<file path="src/ira_pkg.sv">
// constants and types shared by the two-wire register access host
package ira_pkg;

  localparam int          CLK_PERIOD_NS  = 10;
  localparam int          BIT_PERIOD_NS  = 2500;
  localparam int          QUARTER_NS     = BIT_PERIOD_NS / 4;
  localparam int          QUARTER_CYC    = (QUARTER_NS + CLK_PERIOD_NS - 1) / CLK_PERIOD_NS;
  localparam int          XFER_WAIT_US   = 128;
  localparam int          XFER_WAIT_CYC  = (XFER_WAIT_US * 1000) / CLK_PERIOD_NS;
  localparam int          CNT_W          = 16;

  localparam logic [4:0]  SLAVE_ADDR_BASE = 5'h17;
  localparam logic        DIR_WRITE       = 1'h0;
  localparam logic        DIR_READ        = 1'h1;
  localparam logic        BIT_ACK         = 1'h0;
  localparam logic [7:0]  WAIT_REG_LAST   = 8'h8f;
  localparam logic [7:0]  SUB_STEP        = 8'h01;
  localparam logic [7:0]  LEN_ONE         = 8'h01;
  localparam logic [7:0]  LEN_ZERO        = 8'h00;
  localparam logic [3:0]  ACK_SLOT        = 4'h8;
  localparam logic [3:0]  BIT_FIRST       = 4'h0;
  localparam logic [3:0]  BIT_STEP        = 4'h1;
  localparam logic [1:0]  QTR_SET_DATA    = 2'h1;
  localparam logic [1:0]  QTR_SCL_UP      = 2'h2;
  localparam logic [1:0]  QTR_LAST        = 2'h3;
  localparam logic [1:0]  QTR_STEP        = 2'h1;
  localparam int          FIFO_DEPTH      = 4;
  localparam int          DATA_W          = 8;

  typedef enum logic [2:0] {
    ST_IDLE,
    ST_START,
    ST_BIT,
    ST_FETCH,
    ST_WAIT,
    ST_STOP,
    ST_DONE
  } ira_state_t;

  typedef enum logic [2:0] {
    K_ADDR_W,
    K_SUB,
    K_WDATA,
    K_ADDR_R,
    K_RDATA
  } ira_kind_t;

endpackage : ira_pkg

</file>
<file path="src/ira_fifo_if.sv">
// valid/ready carrier between the host engine and its write data fifo
`timescale 1ns/1ns
interface ira_fifo_if #(
  parameter int W = 8
);
  logic         in_valid;
  logic         in_ready;
  logic [W-1:0] in_data;
  logic         out_valid;
  logic         out_ready;
  logic [W-1:0] out_data;

  modport fifo (
    input  in_valid,
    input  in_data,
    input  out_ready,
    output in_ready,
    output out_valid,
    output out_data
  );

  modport user (
    output in_valid,
    output in_data,
    output out_ready,
    input  in_ready,
    input  out_valid,
    input  out_data
  );
endinterface : ira_fifo_if

</file>
<file path="src/ira_fifo.sv">
// small first-word-fall-through fifo with registered flags and output word
`timescale 1ns/1ns
module ira_fifo #(
  parameter int W     = 8,
  parameter int DEPTH = 4
) (
  input  wire logic clock_i,
  input  wire logic rst_i,
  ira_fifo_if.fifo  port
);
  localparam int AW = (DEPTH > 1) ? $clog2(DEPTH) : 1;
  localparam int CW = $clog2(DEPTH + 1);
  localparam logic [CW-1:0] CNT_FULL = CW'(DEPTH);
  localparam logic [CW-1:0] CNT_ONE  = CW'(1);

  logic [W-1:0]  mem_q [DEPTH];
  logic [AW-1:0] wr_ptr_q;
  logic [AW-1:0] rd_ptr_q;
  logic [CW-1:0] cnt_q;
  logic [CW-1:0] cnt_d;
  logic          in_ready_q;
  logic          out_valid_q;
  logic [W-1:0]  out_data_q;
  logic          push;
  logic          pop;
  logic [AW-1:0] rd_next;

  function automatic logic [AW-1:0] ptr_inc(input logic [AW-1:0] p);
    ptr_inc = (p == AW'(DEPTH - 1)) ? '0 : p + AW'(1);
  endfunction : ptr_inc

  assign push = port.in_valid && in_ready_q;
  assign pop  = out_valid_q && port.out_ready;
  assign rd_next = pop ? ptr_inc(rd_ptr_q) : rd_ptr_q;

  always_comb begin
    cnt_d = cnt_q;
    if (push && !pop) begin
      cnt_d = cnt_q + CNT_ONE;
    end else if (pop && !push) begin
      cnt_d = cnt_q - CNT_ONE;
    end
  end

  always_ff @(posedge clock_i) begin
    if (push) begin
      mem_q[wr_ptr_q] <= port.in_data;
    end
  end

  always_ff @(posedge clock_i) begin
    if (rst_i) begin
      wr_ptr_q    <= '0;
      rd_ptr_q    <= '0;
      cnt_q       <= '0;
      in_ready_q  <= 1'b1;
      out_valid_q <= 1'b0;
      out_data_q  <= '0;
    end else begin
      if (push) begin
        wr_ptr_q <= ptr_inc(wr_ptr_q);
      end
      rd_ptr_q    <= rd_next;
      cnt_q       <= cnt_d;
      in_ready_q  <= (cnt_d != CNT_FULL);
      out_valid_q <= (cnt_d != '0);
      // a word written into the slot that becomes the head is forwarded so the head is never stale
      if (push && (wr_ptr_q == rd_next)) begin
        out_data_q <= port.in_data;
      end else begin
        out_data_q <= mem_q[rd_next];
      end
    end
  end

  assign port.in_ready  = in_ready_q;
  assign port.out_valid = out_valid_q;
  assign port.out_data  = out_data_q;

endmodule : ira_fifo

</file>
<file path="src/ira_host.sv">
// two-wire bus master that writes and reads the decoder's registers
// What the document requires
// RULE_01: write opens with start, seven-bit address msb first, direction bit zero.
// RULE_02: after address ack, send one sub-address byte then data bytes, msb first.
// RULE_03: device acknowledges address, sub-address and every written data byte.
// RULE_04: end a write with stop after the last data byte is acknowledged.
// RULE_05: read begins by writing address with direction zero and the sub-address.
// RULE_06: in the read address phase stop right after the sub-address ack.
// RULE_07: read data phase uses a new start and address with direction one.
// RULE_08: device returns register bytes msb first while the master keeps acknowledging.
// RULE_09: master acknowledges every read byte except the last wanted one.
// RULE_10: after the last read byte, not-acknowledge then stop.
// RULE_11: device holds the clock low for a variable time when busy.
// RULE_12: a master not watching the clock inserts the maximum delay always; code waits only when the last sub-address is 00h-8Fh.
// RULE_13: unwatched clock: wait 128 us after final ack, before stop, for 00h-8Fh.
// RULE_14: device address comes from two select straps, four choices.
// RULE_15: writes go to every core whose bit is set at sub-address FE.
// RULE_16: reads are answered by the lowest set core bit at sub-address FF.
// RULE_17: device advances its sub-address after every transferred data byte.
// RULE_18: device does not acknowledge a non-matching slave address.
`timescale 1ns/1ns
module ira_host #(
  parameter int WAIT_CYC = ira_pkg::XFER_WAIT_CYC,
  parameter int DEPTH    = ira_pkg::FIFO_DEPTH
) (
  input  wire logic       clock_i,
  input  wire logic       rst_i,
  input  wire logic       cmd_valid_i,
  output logic            cmd_ready_o,
  input  wire logic       cmd_read_i,
  input  wire logic [7:0] cmd_sub_i,
  input  wire logic [7:0] cmd_len_i,
  input  wire logic       slave_addr_select_low_i,
  input  wire logic       slave_addr_select_high_i,
  input  wire logic       monitor_scl_i,
  input  wire logic [7:0] wr_data_i,
  input  wire logic       wr_valid_i,
  output logic            wr_ready_o,
  output logic [7:0]      rd_data_o,
  output logic            rd_valid_o,
  output logic            done_o,
  output logic            nack_o,
  output logic            busy_o,
  input  wire logic       scl_i,
  output logic            scl_o,
  output logic            scl_oe_o,
  input  wire logic       sda_i,
  output logic            sda_o,
  output logic            sda_oe_o
);
  localparam logic [ira_pkg::CNT_W-1:0] QTR_END =
    ira_pkg::CNT_W'(ira_pkg::QUARTER_CYC - 1);
  localparam logic [ira_pkg::CNT_W-1:0] WAIT_END = ira_pkg::CNT_W'(WAIT_CYC - 1);

  ira_pkg::ira_state_t     state_q;
  ira_pkg::ira_kind_t      kind_q;
  logic [ira_pkg::CNT_W-1:0] cnt_q;
  logic [1:0]              qtr_q;
  logic [3:0]              bit_q;
  logic [7:0]              sh_q;
  logic [7:0]              sub_q;
  logic [7:0]              rem_q;
  logic                    read_q;
  logic                    pend_q;
  logic                    ack_q;
  logic                    err_q;
  logic                    cmd_ready_q;
  logic [7:0]              rd_data_q;
  logic                    rd_valid_q;
  logic                    done_q;
  logic                    busy_q;
  logic                    scl_oe_q;
  logic                    sda_oe_q;
  logic                    scl_low_d;
  logic                    sda_low_d;
  logic                    scl_s1_q;
  logic                    scl_s2_q;
  logic                    sda_s1_q;
  logic                    sda_s2_q;
  logic                    stretch;
  logic                    tick;
  logic                    wait_end;
  logic                    last_byte;
  logic                    need_wait;
  logic                    dev_nack;
  logic [6:0]              slave_addr;

  ira_fifo_if #(.W(ira_pkg::DATA_W)) fif ();

  ira_fifo #(
    .W     (ira_pkg::DATA_W),
    .DEPTH (DEPTH)
  ) u_fifo (
    .clock_i (clock_i),
    .rst_i   (rst_i),
    .port    (fif)
  );

  assign fif.in_valid  = wr_valid_i;
  assign fif.in_data   = wr_data_i;
  assign fif.out_ready = (state_q == ira_pkg::ST_FETCH);

  function automatic logic is_tx(input ira_pkg::ira_kind_t k);
    is_tx = (k != ira_pkg::K_RDATA);
  endfunction : is_tx

  // the device decodes its address from the two straps
  assign slave_addr = {ira_pkg::SLAVE_ADDR_BASE, slave_addr_select_high_i,
                       slave_addr_select_low_i}; // RULE_14

  always_ff @(posedge clock_i) begin
    if (rst_i) begin
      scl_s1_q <= 1'b1;
      scl_s2_q <= 1'b1;
      sda_s1_q <= 1'b1;
      sda_s2_q <= 1'b1;
    end else begin
      scl_s1_q <= scl_i;
      scl_s2_q <= scl_s1_q;
      sda_s1_q <= sda_i;
      sda_s2_q <= sda_s1_q;
    end
  end

  // a released clock that still reads low means the device is holding it
  assign stretch = monitor_scl_i && (qtr_q == ira_pkg::QTR_SCL_UP) && !scl_s2_q &&
                   ((state_q == ira_pkg::ST_BIT) || (state_q == ira_pkg::ST_STOP)); // RULE_11
  assign tick = (state_q != ira_pkg::ST_WAIT) && (cnt_q == QTR_END) && !stretch;
  assign wait_end = (state_q == ira_pkg::ST_WAIT) && (cnt_q == WAIT_END);
  assign last_byte = (rem_q == ira_pkg::LEN_ONE);
  assign dev_nack = is_tx(kind_q) && (ack_q != ira_pkg::BIT_ACK); // RULE_03 RULE_18
  // without clock monitoring the longest wait is spent when the last sub-address is 00h-8Fh
  assign need_wait = !monitor_scl_i && (sub_q <= ira_pkg::WAIT_REG_LAST); // RULE_12 RULE_13

  always_ff @(posedge clock_i) begin
    if (rst_i || (state_q == ira_pkg::ST_IDLE) || (state_q == ira_pkg::ST_FETCH) ||
        (state_q == ira_pkg::ST_DONE)) begin
      cnt_q <= '0;
    end else if (tick || wait_end) begin
      cnt_q <= '0;
    end else if (!stretch) begin
      cnt_q <= cnt_q + ira_pkg::CNT_W'(1);
    end
  end

  always_ff @(posedge clock_i) begin
    if (rst_i || (state_q == ira_pkg::ST_IDLE) || (state_q == ira_pkg::ST_FETCH) ||
        (state_q == ira_pkg::ST_DONE)) begin
      qtr_q <= '0;
    end else if (tick) begin
      qtr_q <= qtr_q + ira_pkg::QTR_STEP;
    end
  end

  // within a bit, data only moves in the second quarter, well after the clock has fallen
  always_comb begin
    scl_low_d = 1'b0;
    sda_low_d = sda_oe_q;
    unique case (state_q)
      ira_pkg::ST_IDLE,
      ira_pkg::ST_DONE: begin
        sda_low_d = 1'b0;
      end
      ira_pkg::ST_START: begin
        sda_low_d = (qtr_q == ira_pkg::QTR_LAST);
      end
      ira_pkg::ST_BIT: begin
        scl_low_d = (qtr_q < ira_pkg::QTR_SCL_UP);
        if (qtr_q == ira_pkg::QTR_SET_DATA) begin
          if (bit_q != ira_pkg::ACK_SLOT) begin
            sda_low_d = is_tx(kind_q) && !sh_q[7]; // RULE_01 RULE_02 RULE_07
          end else begin
            sda_low_d = !is_tx(kind_q) && !last_byte; // RULE_09 RULE_10
          end
        end
      end
      ira_pkg::ST_FETCH,
      ira_pkg::ST_WAIT: begin
        scl_low_d = 1'b1;
      end
      ira_pkg::ST_STOP: begin
        scl_low_d = (qtr_q < ira_pkg::QTR_SCL_UP);
        if (qtr_q != '0) begin
          sda_low_d = (qtr_q != ira_pkg::QTR_LAST);
        end
      end
    endcase
  end

  always_ff @(posedge clock_i) begin
    if (rst_i) begin
      scl_oe_q <= 1'b0;
      sda_oe_q <= 1'b0;
    end else begin
      scl_oe_q <= scl_low_d;
      sda_oe_q <= sda_low_d;
    end
  end

  always_ff @(posedge clock_i) begin
    if (rst_i) begin
      state_q     <= ira_pkg::ST_IDLE;
      kind_q      <= ira_pkg::K_ADDR_W;
      bit_q       <= ira_pkg::BIT_FIRST;
      sh_q        <= '0;
      sub_q       <= '0;
      rem_q       <= '0;
      read_q      <= 1'b0;
      pend_q      <= 1'b0;
      ack_q       <= 1'b0;
      err_q       <= 1'b0;
      cmd_ready_q <= 1'b0;
      rd_data_q   <= '0;
      rd_valid_q  <= 1'b0;
      done_q      <= 1'b0;
      busy_q      <= 1'b0;
    end else begin
      rd_valid_q <= 1'b0;
      done_q     <= 1'b0;
      unique case (state_q)
        ira_pkg::ST_IDLE: begin
          cmd_ready_q <= 1'b1;
          if (cmd_valid_i && cmd_ready_q) begin
            cmd_ready_q <= 1'b0;
            busy_q      <= 1'b1;
            read_q      <= cmd_read_i;
            pend_q      <= 1'b0;
            sub_q       <= cmd_sub_i;
            rem_q       <= (cmd_len_i == ira_pkg::LEN_ZERO) ? ira_pkg::LEN_ONE : cmd_len_i;
            err_q       <= 1'b0;
            kind_q      <= ira_pkg::K_ADDR_W;
            sh_q        <= {slave_addr, ira_pkg::DIR_WRITE}; // RULE_01 RULE_05
            state_q     <= ira_pkg::ST_START;
          end
        end
        ira_pkg::ST_START: begin
          if (tick && (qtr_q == ira_pkg::QTR_LAST)) begin
            bit_q   <= ira_pkg::BIT_FIRST;
            state_q <= ira_pkg::ST_BIT;
          end
        end
        ira_pkg::ST_BIT: begin
          if (tick && (qtr_q == ira_pkg::QTR_SCL_UP)) begin
            if (bit_q != ira_pkg::ACK_SLOT) begin
              sh_q <= {sh_q[6:0], sda_s2_q}; // RULE_08
            end else begin
              ack_q <= sda_s2_q;
            end
          end
          if (tick && (qtr_q == ira_pkg::QTR_LAST)) begin
            if (bit_q != ira_pkg::ACK_SLOT) begin
              bit_q <= bit_q + ira_pkg::BIT_STEP;
            end else begin
              bit_q <= ira_pkg::BIT_FIRST;
              if (dev_nack) begin
                err_q   <= 1'b1;
                pend_q  <= 1'b0;
                state_q <= ira_pkg::ST_STOP;
              end else begin
                unique case (kind_q)
                  ira_pkg::K_ADDR_W: begin
                    kind_q <= ira_pkg::K_SUB;
                    sh_q   <= sub_q; // RULE_02 RULE_05
                  end
                  ira_pkg::K_SUB: begin
                    if (read_q) begin
                      pend_q  <= 1'b1;
                      state_q <= ira_pkg::ST_STOP; // RULE_06
                    end else begin
                      state_q <= ira_pkg::ST_FETCH;
                    end
                  end
                  ira_pkg::K_WDATA: begin
                    sub_q <= sub_q + ira_pkg::SUB_STEP; // RULE_17
                    rem_q <= rem_q - ira_pkg::LEN_ONE;
                    if (last_byte) begin
                      state_q <= need_wait ? ira_pkg::ST_WAIT : ira_pkg::ST_STOP; // RULE_04
                    end else begin
                      state_q <= ira_pkg::ST_FETCH;
                    end
                  end
                  ira_pkg::K_ADDR_R: begin
                    kind_q <= ira_pkg::K_RDATA;
                  end
                  ira_pkg::K_RDATA: begin
                    rd_data_q  <= sh_q;
                    rd_valid_q <= 1'b1;
                    sub_q      <= sub_q + ira_pkg::SUB_STEP; // RULE_17
                    rem_q      <= rem_q - ira_pkg::LEN_ONE;
                    if (last_byte) begin
                      state_q <= need_wait ? ira_pkg::ST_WAIT : ira_pkg::ST_STOP; // RULE_10
                    end
                  end
                endcase
              end
            end
          end
        end
        ira_pkg::ST_FETCH: begin
          // clock stays low while the fifo is empty, pausing the bus
          if (fif.out_valid) begin
            sh_q    <= fif.out_data;
            kind_q  <= ira_pkg::K_WDATA;
            bit_q   <= ira_pkg::BIT_FIRST;
            state_q <= ira_pkg::ST_BIT;
          end
        end
        ira_pkg::ST_WAIT: begin
          if (wait_end) begin
            state_q <= ira_pkg::ST_STOP; // RULE_13
          end
        end
        ira_pkg::ST_STOP: begin
          if (tick && (qtr_q == ira_pkg::QTR_LAST)) begin
            if (pend_q) begin
              pend_q  <= 1'b0;
              kind_q  <= ira_pkg::K_ADDR_R;
              sh_q    <= {slave_addr, ira_pkg::DIR_READ}; // RULE_07
              state_q <= ira_pkg::ST_START;
            end else begin
              state_q <= ira_pkg::ST_DONE;
            end
          end
        end
        ira_pkg::ST_DONE: begin
          done_q      <= 1'b1;
          busy_q      <= 1'b0;
          cmd_ready_q <= 1'b1;
          state_q     <= ira_pkg::ST_IDLE;
        end
      endcase
    end
  end

  always_ff @(posedge clock_i) begin
    if (rst_i) begin
      scl_o <= 1'b0;
      sda_o <= 1'b0;
    end else begin
      scl_o <= 1'b0;
      sda_o <= 1'b0;
    end
  end

  assign cmd_ready_o = cmd_ready_q;
  assign wr_ready_o  = fif.in_ready;
  assign rd_data_o   = rd_data_q;
  assign rd_valid_o  = rd_valid_q;
  assign done_o      = done_q;
  assign nack_o      = err_q;
  assign busy_o      = busy_q;
  assign scl_oe_o    = scl_oe_q;
  assign sda_oe_o    = sda_oe_q;

endmodule : ira_host

</file>
<file path="config.mk">
export PLATFORM = sky130hd
export DESIGN_NAME = ira_host
export DESIGN_NICKNAME = d
export VERILOG_FILES = /design/src/ira_pkg.sv /design/src/ira_fifo_if.sv /design/src/ira_fifo.sv /design/src/ira_host.sv
export SDC_FILE = /design/constraint.sdc
export NUM_CORES = 1
export LEC_CHECK = 0
export ABC_AREA = 1
export ABC_CLOCK_PERIOD_IN_PS = 1900
export BUFFER_PORTS_ARGS = -buffer_cell sky130_fd_sc_hd__buf_2
export CAP_MARGIN = 5
export CELL_PAD_IN_SITES_DETAIL_PLACEMENT = 1
export CELL_PAD_IN_SITES_GLOBAL_PLACEMENT = 2
export CORE_ASPECT_RATIO = 1.75
export CORE_MARGIN = 5
export CORE_UTILIZATION = 32
export DETAILED_ROUTE_END_ITERATION = 6
export MAX_ROUTING_LAYER = met4
export PLACE_DENSITY = 0.83
export REMOVE_ABC_BUFFERS = 1
export SKIP_LAST_GASP = 1
export SYNTH_ARGS = -nofsm -noshare
export SYNTH_HDL_FRONTEND = slang
export SYNTH_SLANG_ARGS = --single-unit
</file>
<file path="constraint.sdc">
create_clock -name clock_i -period 1.9 [get_ports clock_i]
set_clock_uncertainty 0.1 [all_clocks]
set_input_delay 0.095 -clock clock_i [delete_from_list [all_inputs] [get_ports clock_i]]
set_output_delay 0.095 -clock clock_i [all_outputs]
set_load 0.02 [all_outputs]
</file>
==> results.txt, run 1 <==
Post-synth EDFFs -> 32
Max_slew headroom -> 61.4%
Final setup vio count -> 44
Mapped cell area -> 6380 um2
Post-DP HPWL -> 14900 um
F_max -> 476 MHz
Gpl congestion -> 0.859
Final hold violations -> 0
Synth warn -> 0
Crit Path Class -> register to register
Post-layout util -> 48.2%
Drt wl/cell -> 16.3 um
Post-synth top flop -> dfxtp_1
Worst EP arrival -> 2.33 ns
Initial core utilization -> 32.5%
Synth cell count leaders -> 145 x nand2_1, 116 x nor2_1, 99 x inv_1
N_diodes -> 0
Crit. End Element -> register
Tightest Pin Transition -> 0.579 ns
Required time of the critical path -> 2.13 ns
Synthesized flop and latch total -> 123
Crit path max fanout -> 8
Antenna Nets Post-Route -> 0
Overall power -> 12.1 mW
Hold crit path type -> input port to register
Unrepaired setup endpoints after global routing -> true
Clock latency on the worst-skew pair -> 0.43 ns
Slowest-stage cell, CP -> dfxtp_2
Die H -> 197 um
Final Instance Area -> 9480 um2
I/O pin cnt -> 52
# rows -> 68
Asr flop ratio synth -> 0%
Status -> complete, but fails checks
Overall routed net length -> 21600 um
Root Driver -> clkbuf_16
Clock tree sinks -> 123
Max-cap violations -> 0
Worst Path Buf+Inv -> 7
Maximum VDD drop -> 0.738 mV
Most common cell in the netlist -> nand2_1
Post-synthesis cell count -> 853
Post-synth cell types -> 46
Hold WS -> 0.0211 ns
DRC viols -> 0
Top cell type's share of synthesized area -> 28.5%
Worst path most repeated cell -> buf_12
GRT Total Usage -> 19.4%
Vias/cell -> 4.92
Vias in the first global route -> 6894
Number of buffers added on ports -> 49
CTS buffer count -> 17
Slew Viols, Final -> 0
Layout cell share with drive strength beyond 1 -> 34.5%
Die Wd -> 117 um
GRT overflow -> 0
Top cell type by total area after synthesis -> dfxtp_1
Initial antenna violation count -> 0
Routed via count -> 6502
Largest net degree at the start of global routing -> 41
Family with the most delay on the worst path -> simple AND/OR/NAND/NOR gates
Tmin final -> 2.10 ns
Iteration-0 DRC Markers -> 170
Power density cells -> 1280 nW/um2
Placeable core area -> 19700 um2
Final TNS setup -> -4.46 ns
First-pass GRT wire length -> 33800 um
Final nets -> 1115
Full die area -> 23000 um2
First-pass DRT Iterations -> 4
Startpoint types -> register
Leakage -> 4.02 nW
Worst Slack Setup Final -> -0.201 ns
CTS clk-pin slew, worst paths -> 0.06 ns
Register area share after synthesis -> 43.6%
Clock Tree Buf Depth -> 2
Mean Syn Cell Area -> 7.48 um2
Placed inst area -> 7710 um2
Critical-path cell list -> inv_2 -> ha_4 -> inv_2 -> nor2_2 -> nand3_2 -> nor2_4 -> nand3_4 -> nor2_4 -> buf_12 -> inv_6 -> nor3_4 -> buf_12 -> buf_12 -> buf_6 -> a21oi_1
CTS tree -> built
Failing checks -> setup timing
CP peak stage delay -> 0.32 ns
Area contributors post-synth -> dfxtp_1 29%, edfxtp_1 15%, nand2_1 8.5%
Area Growth Syn to Fin -> 48.5%
Final Cycle Share -> 111%
H-tree depth -> 4
==> cells in the final DEF, fill, tap and decap left out, types with 4 or more instances in the layout <==
cell type and n:
a211oi_1 7, a21oi_1 55, a21oi_2 12, a31oi_1 5, buf_12 7, buf_2 49, buf_4 112, buf_6 19
clkbuf_16 17, clkinvlp_4 7, dfxtp_1 85, dfxtp_2 4, dlygate4sd3_1 28, edfxtp_1 32, ha_1 16, inv_1 91
inv_2 12, inv_6 8, nand2_1 132, nand2_2 12, nand2_4 10, nand3_1 44, nand3_2 9, nand3_4 7
nand4_1 8, nor2_1 92, nor2_2 16, nor2_4 12, nor3_1 9, nor3_4 4, nor3b_1 4, nor4_1 7
o211ai_1 13, o21ai_0 37, o21ai_1 18, o21ai_2 16, or2_2 10, xor2_1 5
==> kinds of logic after synthesis <==
family,Yosys count,share of synthesized area [%]
compound gates,179,15.5
other cells,1,0.0588
buf+inv,138,8.55
flops,123,43.6
xor+xnor,8,1.10
simple gates,386,27.6
fa+ha+maj,18,3.53
==> registers in the layout (all words and copies together), names as in the netlist, 2 cells and up <==
register and count:
bit_q 4, cnt_q 16, kind_q 3, qtr_q 2, rd_data_o 8, rem_q 8, sh_q 8, state_q 3
sub_q 8, u_fifo.cnt_q 3, u_fifo.mem_q 32, u_fifo.port.out_data 8, u_fifo.rd_ptr_q 2, u_fifo.wr_ptr_q 2
==> final timing paths <==
check            from           end  slack, ns  cells after the start
min reg2reg  scl_s1_q      scl_s2_q       0.35                      1
min             rst_i      qtr_q[0]       0.02                      6
max          cnt_q[0]  rd_data_o[4]      -0.20                     15
max reg2reg  cnt_q[0]  rd_data_o[4]      -0.20                     15
==> report_power, final <==
group | internal [mW] | leakage (nW) | switching (mW)
logic | 2.26 | 2.72 | 3.26
registers | 3.13 | 1.04 | 0.360
clock network | 1.84 | 0.263 | 1.28
==> stage by stage <==
step	worst slack (ns)	std cells
floorplan	-0.909	826
finish	-0.201	1321
global placement	-0.159	1232
detailed placement	-0.221	1232
CTS	-0.208	1309
global route	-0.346	1321
==> timing repair <==
item                                   4_1_cts  5_1_grt
pin swaps                                   24       55
hold buffers                                28        0
cloned                                       2        0
setup endpoints to repair                   62       69
buffers inserted                            15       12
gates resized for setup                     72      128
endpoints found under the hold margin       60        0
==> worst register-to-register path, cell delays in order, from the launching register on <==
cell	delay [ns]
dfxtp_2	0.32
inv_2	0.08
ha_4	0.14
inv_2	0.04
nor2_2	0.10
nand3_2	0.10
nor2_4	0.13
nand3_4	0.10
nor2_4	0.16
buf_12	0.12
inv_6	0.03
nor3_4	0.14
buf_12	0.14
buf_12	0.14
buf_6	0.11
a21oi_1	0.05
==> routing by layer <==
layer  global-route usage (%)  share of wire [%]
met1                     18.2                 37
met4                     7.99                2.7
met3                     3.59                2.1
met2                     37.3                 58
met5                        -                  0
==> final cells by class <==
class                           count  area [um2]
Timing Repair Buffer              217        1760
Clock inverter                     13         119
Sequential cell                   123        2800
Fill cell                        2357       10200
Clock buffer                       19         443
Multi-Input combinational cell    594        3600
Tap cell                          245         307
Inverter                          110         445
No activity file was read; power rests on OpenSTA's default activity.
==> run 2: changes to the inputs <==
Settings changed: REMOVE_ABC_BUFFERS 1 to default.
==> results.txt, run 2 (synthesis gave the netlist of run 1 again) <==
Overall routed net length -> 23100 um (+6.9%)
Fill count -> 2342 (-0.64%)
Clock Tree Buf Depth -> 2 (unchanged)
Final setup vio count -> 49 (+11%)
I/O pin cnt -> 52 (unchanged)
Multi-input gate area -> 3750 um2 (+4.1%)
Largest net degree at the start of global routing -> 41 (unchanged)
CTS tree -> built
Crit Path Class -> register to register
Final Instance Area -> 9820 um2 (+3.6%)
Drt wl/cell -> 17.3 um (+6.1%)
Post-DP HPWL -> 15200 um (+2.3%)
Final nets -> 1125 (+0.90%)
Worst Setup SP -> cnt_q[0]
Hold WS -> 0.0227 ns (+0.00160 ns)
Routed via count -> 6688 (+2.9%)
Max_slew headroom -> 59.1% (-2.3 points)
F_max -> 471 MHz (-1.0%)
Antenna Nets Post-Route -> 0 (unchanged)
N_diodes -> 0 (unchanged)
Tightest Pin Transition -> 0.614 ns (+0.0343 ns)
Root Driver -> clkbuf_16
Initial antenna violation count -> 0 (unchanged)
Status -> complete, but fails checks
Clock latency on the worst-skew pair -> 0.44 ns (about the same)
Most Crowded Layer GR -> met2
Unrepaired setup endpoints after global routing -> true
Hold crit path type -> input port to register
Placeable core area -> 19700 um2 (unchanged)
Met2 usage -> 38.6% (+1.3 points)
Final std cells w/o fill -> 1331 (+0.76%)
Final hold violations -> 0 (unchanged)
Max reg flops -> 32 (unchanged)
Register Area -> 2800 um2 (+0.22%)
Final TNS setup -> -4.28 ns (+0.178 ns)
Die H -> 197 um (unchanged)
GRT overflow -> 0 (unchanged)
Vias/cell -> 5.02 (+2.1%)
H-tree depth -> 4 (unchanged)
# rows -> 68 (unchanged)
Most frequent cells in the layout -> 127 x nand2_1, 124 x buf_4, 92 x inv_1, 86 x nor2_1, 82 x dfxtp_1
First-pass DRT Iterations -> 4 (unchanged)
Grt met1 use -> 18.0% (-0.28 points)
Leakage -> 4.22 nW (+4.9%)
Tmin final -> 2.12 ns (+0.0221 ns)
Placed cells -> 1231 (-0.081%)
Placed inst area -> 7720 um2 (+0.11%)
Required time of the critical path -> 2.17 ns (+0.04 ns)
Gpl congestion -> 0.909 (+5.8%)
Maximum VDD drop -> 1.32 mV (+78%)
Startpoint types -> register
Max-cap violations -> 0 (unchanged)
Die Wd -> 117 um (unchanged)
CTS clk-pin slew, worst paths -> 0.06 ns (about the same)
Crit. End Element -> register
Final Cycle Share -> 112% (+1.2 points)
Commonest non-fill, non-tap cell in the layout -> nand2_1
Met3 usage -> 3.75% (+0.15 points)
First-pass GRT wire length -> 34400 um (+1.7%)
Iteration-0 DRC Markers -> 225 (+32%)
Crit path max fanout -> 3 (-5)
Vias in the first global route -> 7105 (+3.1%)
Number of buffers added on ports -> 49 (unchanged)
Area Growth Syn to Fin -> 53.9%
Power density cells -> 1410 nW/um2 (+10%)
Biggest register -> u_fifo.mem_q
Largest regs -> u_fifo.mem_q: 32 flops, cnt_q: 16 flops
DRC viols -> 0 (unchanged)
Slew Viols, Final -> 0 (unchanged)
Worst EP arrival -> 2.39 ns (+0.06 ns)
GRT Total Usage -> 19.9% (+0.45 points)
Clock tree sinks -> 123 (unchanged)
Worst Slack Setup Final -> -0.224 ns (-0.0221 ns)
Layout cell share with drive strength beyond 1 -> 37.8% (+3.4 points)
Failing checks -> setup timing
CTS buffer count -> 17 (unchanged)
Worst hold path startpoint -> cmd_valid_i
Origin of the critical flop-to-flop path -> cnt_q[0]
Initial core utilization -> 32.5% (unchanged)
Full die area -> 23000 um2 (unchanged)
## run 2: cell count changes in the layout (fill, tap and decap cells not counted), sizes merged
| cell | previous run | this run |
|---|---|---|
| clkbuf | 19 | 21 |
| buf | 189 | 198 |
| inv | 112 | 113 |
| bufinv | 1 | 4 |
| clkinvlp | 7 | 4 |
| dlygate4sd3 | 28 | 26 |
## run 2: layout make-up
type / count / area share (%)
Clock inverter: 14 / 2.14
Inverter: 110 / 4.51
Tap cell: 245 / 3.12
Sequential cell: 123 / 28.5
Clock buffer: 18 / 4.37
Timing Repair Buffer: 227 / 19.1
Multi-Input combinational cell: 594 / 38.2
## run 2: per-layer routing
metal  vias to the layer above  routed length [um]
li1                       3265                   -
met1                      3242                7840
met2                       116               13800
met3                        65                 618
met4                         0                 828
met5                         -                   0
## run 2: final timing paths
check	depth (start not counted)	to	slack, ns
setup / recovery	14	kind_q[2]	-0.22
hold / removal	5	busy_o	0.02
hold reg to reg	1	scl_s2_q	0.31
setup reg to reg	14	kind_q[2]	-0.22
## run 2: what timing repair did
action | CTS | global route
hold buffers | 26 | 0
cloned | 5 | 4
setup endpoints to repair | 69 | 69
endpoints found under the hold margin | 58 | 0
buffers inserted | 14 | 21
gates resized for setup | 91 | 140
pin swaps | 23 | 68
## run 2: power breakdown
part	leakage [nW]	internal (mW)	switching (mW)
Clock	0.306	2.23	1.33
Sequential	1.04	3.13	0.359
Combinational	2.87	2.89	3.93
Total	4.22	8.25	5.62
## run 2: through the flow
step	power, mW	setup slack (ns)	util, %
4_1_cts	13.2	-0.174	46.3
6_report	13.9	-0.224	50.0
2_1_floorplan	6.27	0.0000344	-
3_5_place_dp	8.38	-0.304	39.3
3_3_place_gp	8.26	-0.231	39.3
5_1_grt	14.7	-0.332	50.0
## run 2: worst max-delay path, stage by stage (launching register included)
cell      delay [ns]
dfxtp_2         0.32
inv_2           0.08
ha_4            0.16
nand2_2         0.05
nor2_1          0.10
nand2_1         0.08
nor2_2          0.15
nand3_4         0.12
buf_6           0.15
nand2_4         0.05
nand3b_1        0.13
nor2_2          0.21
buf_4           0.15
nand3_1         0.06
a21oi_1         0.13
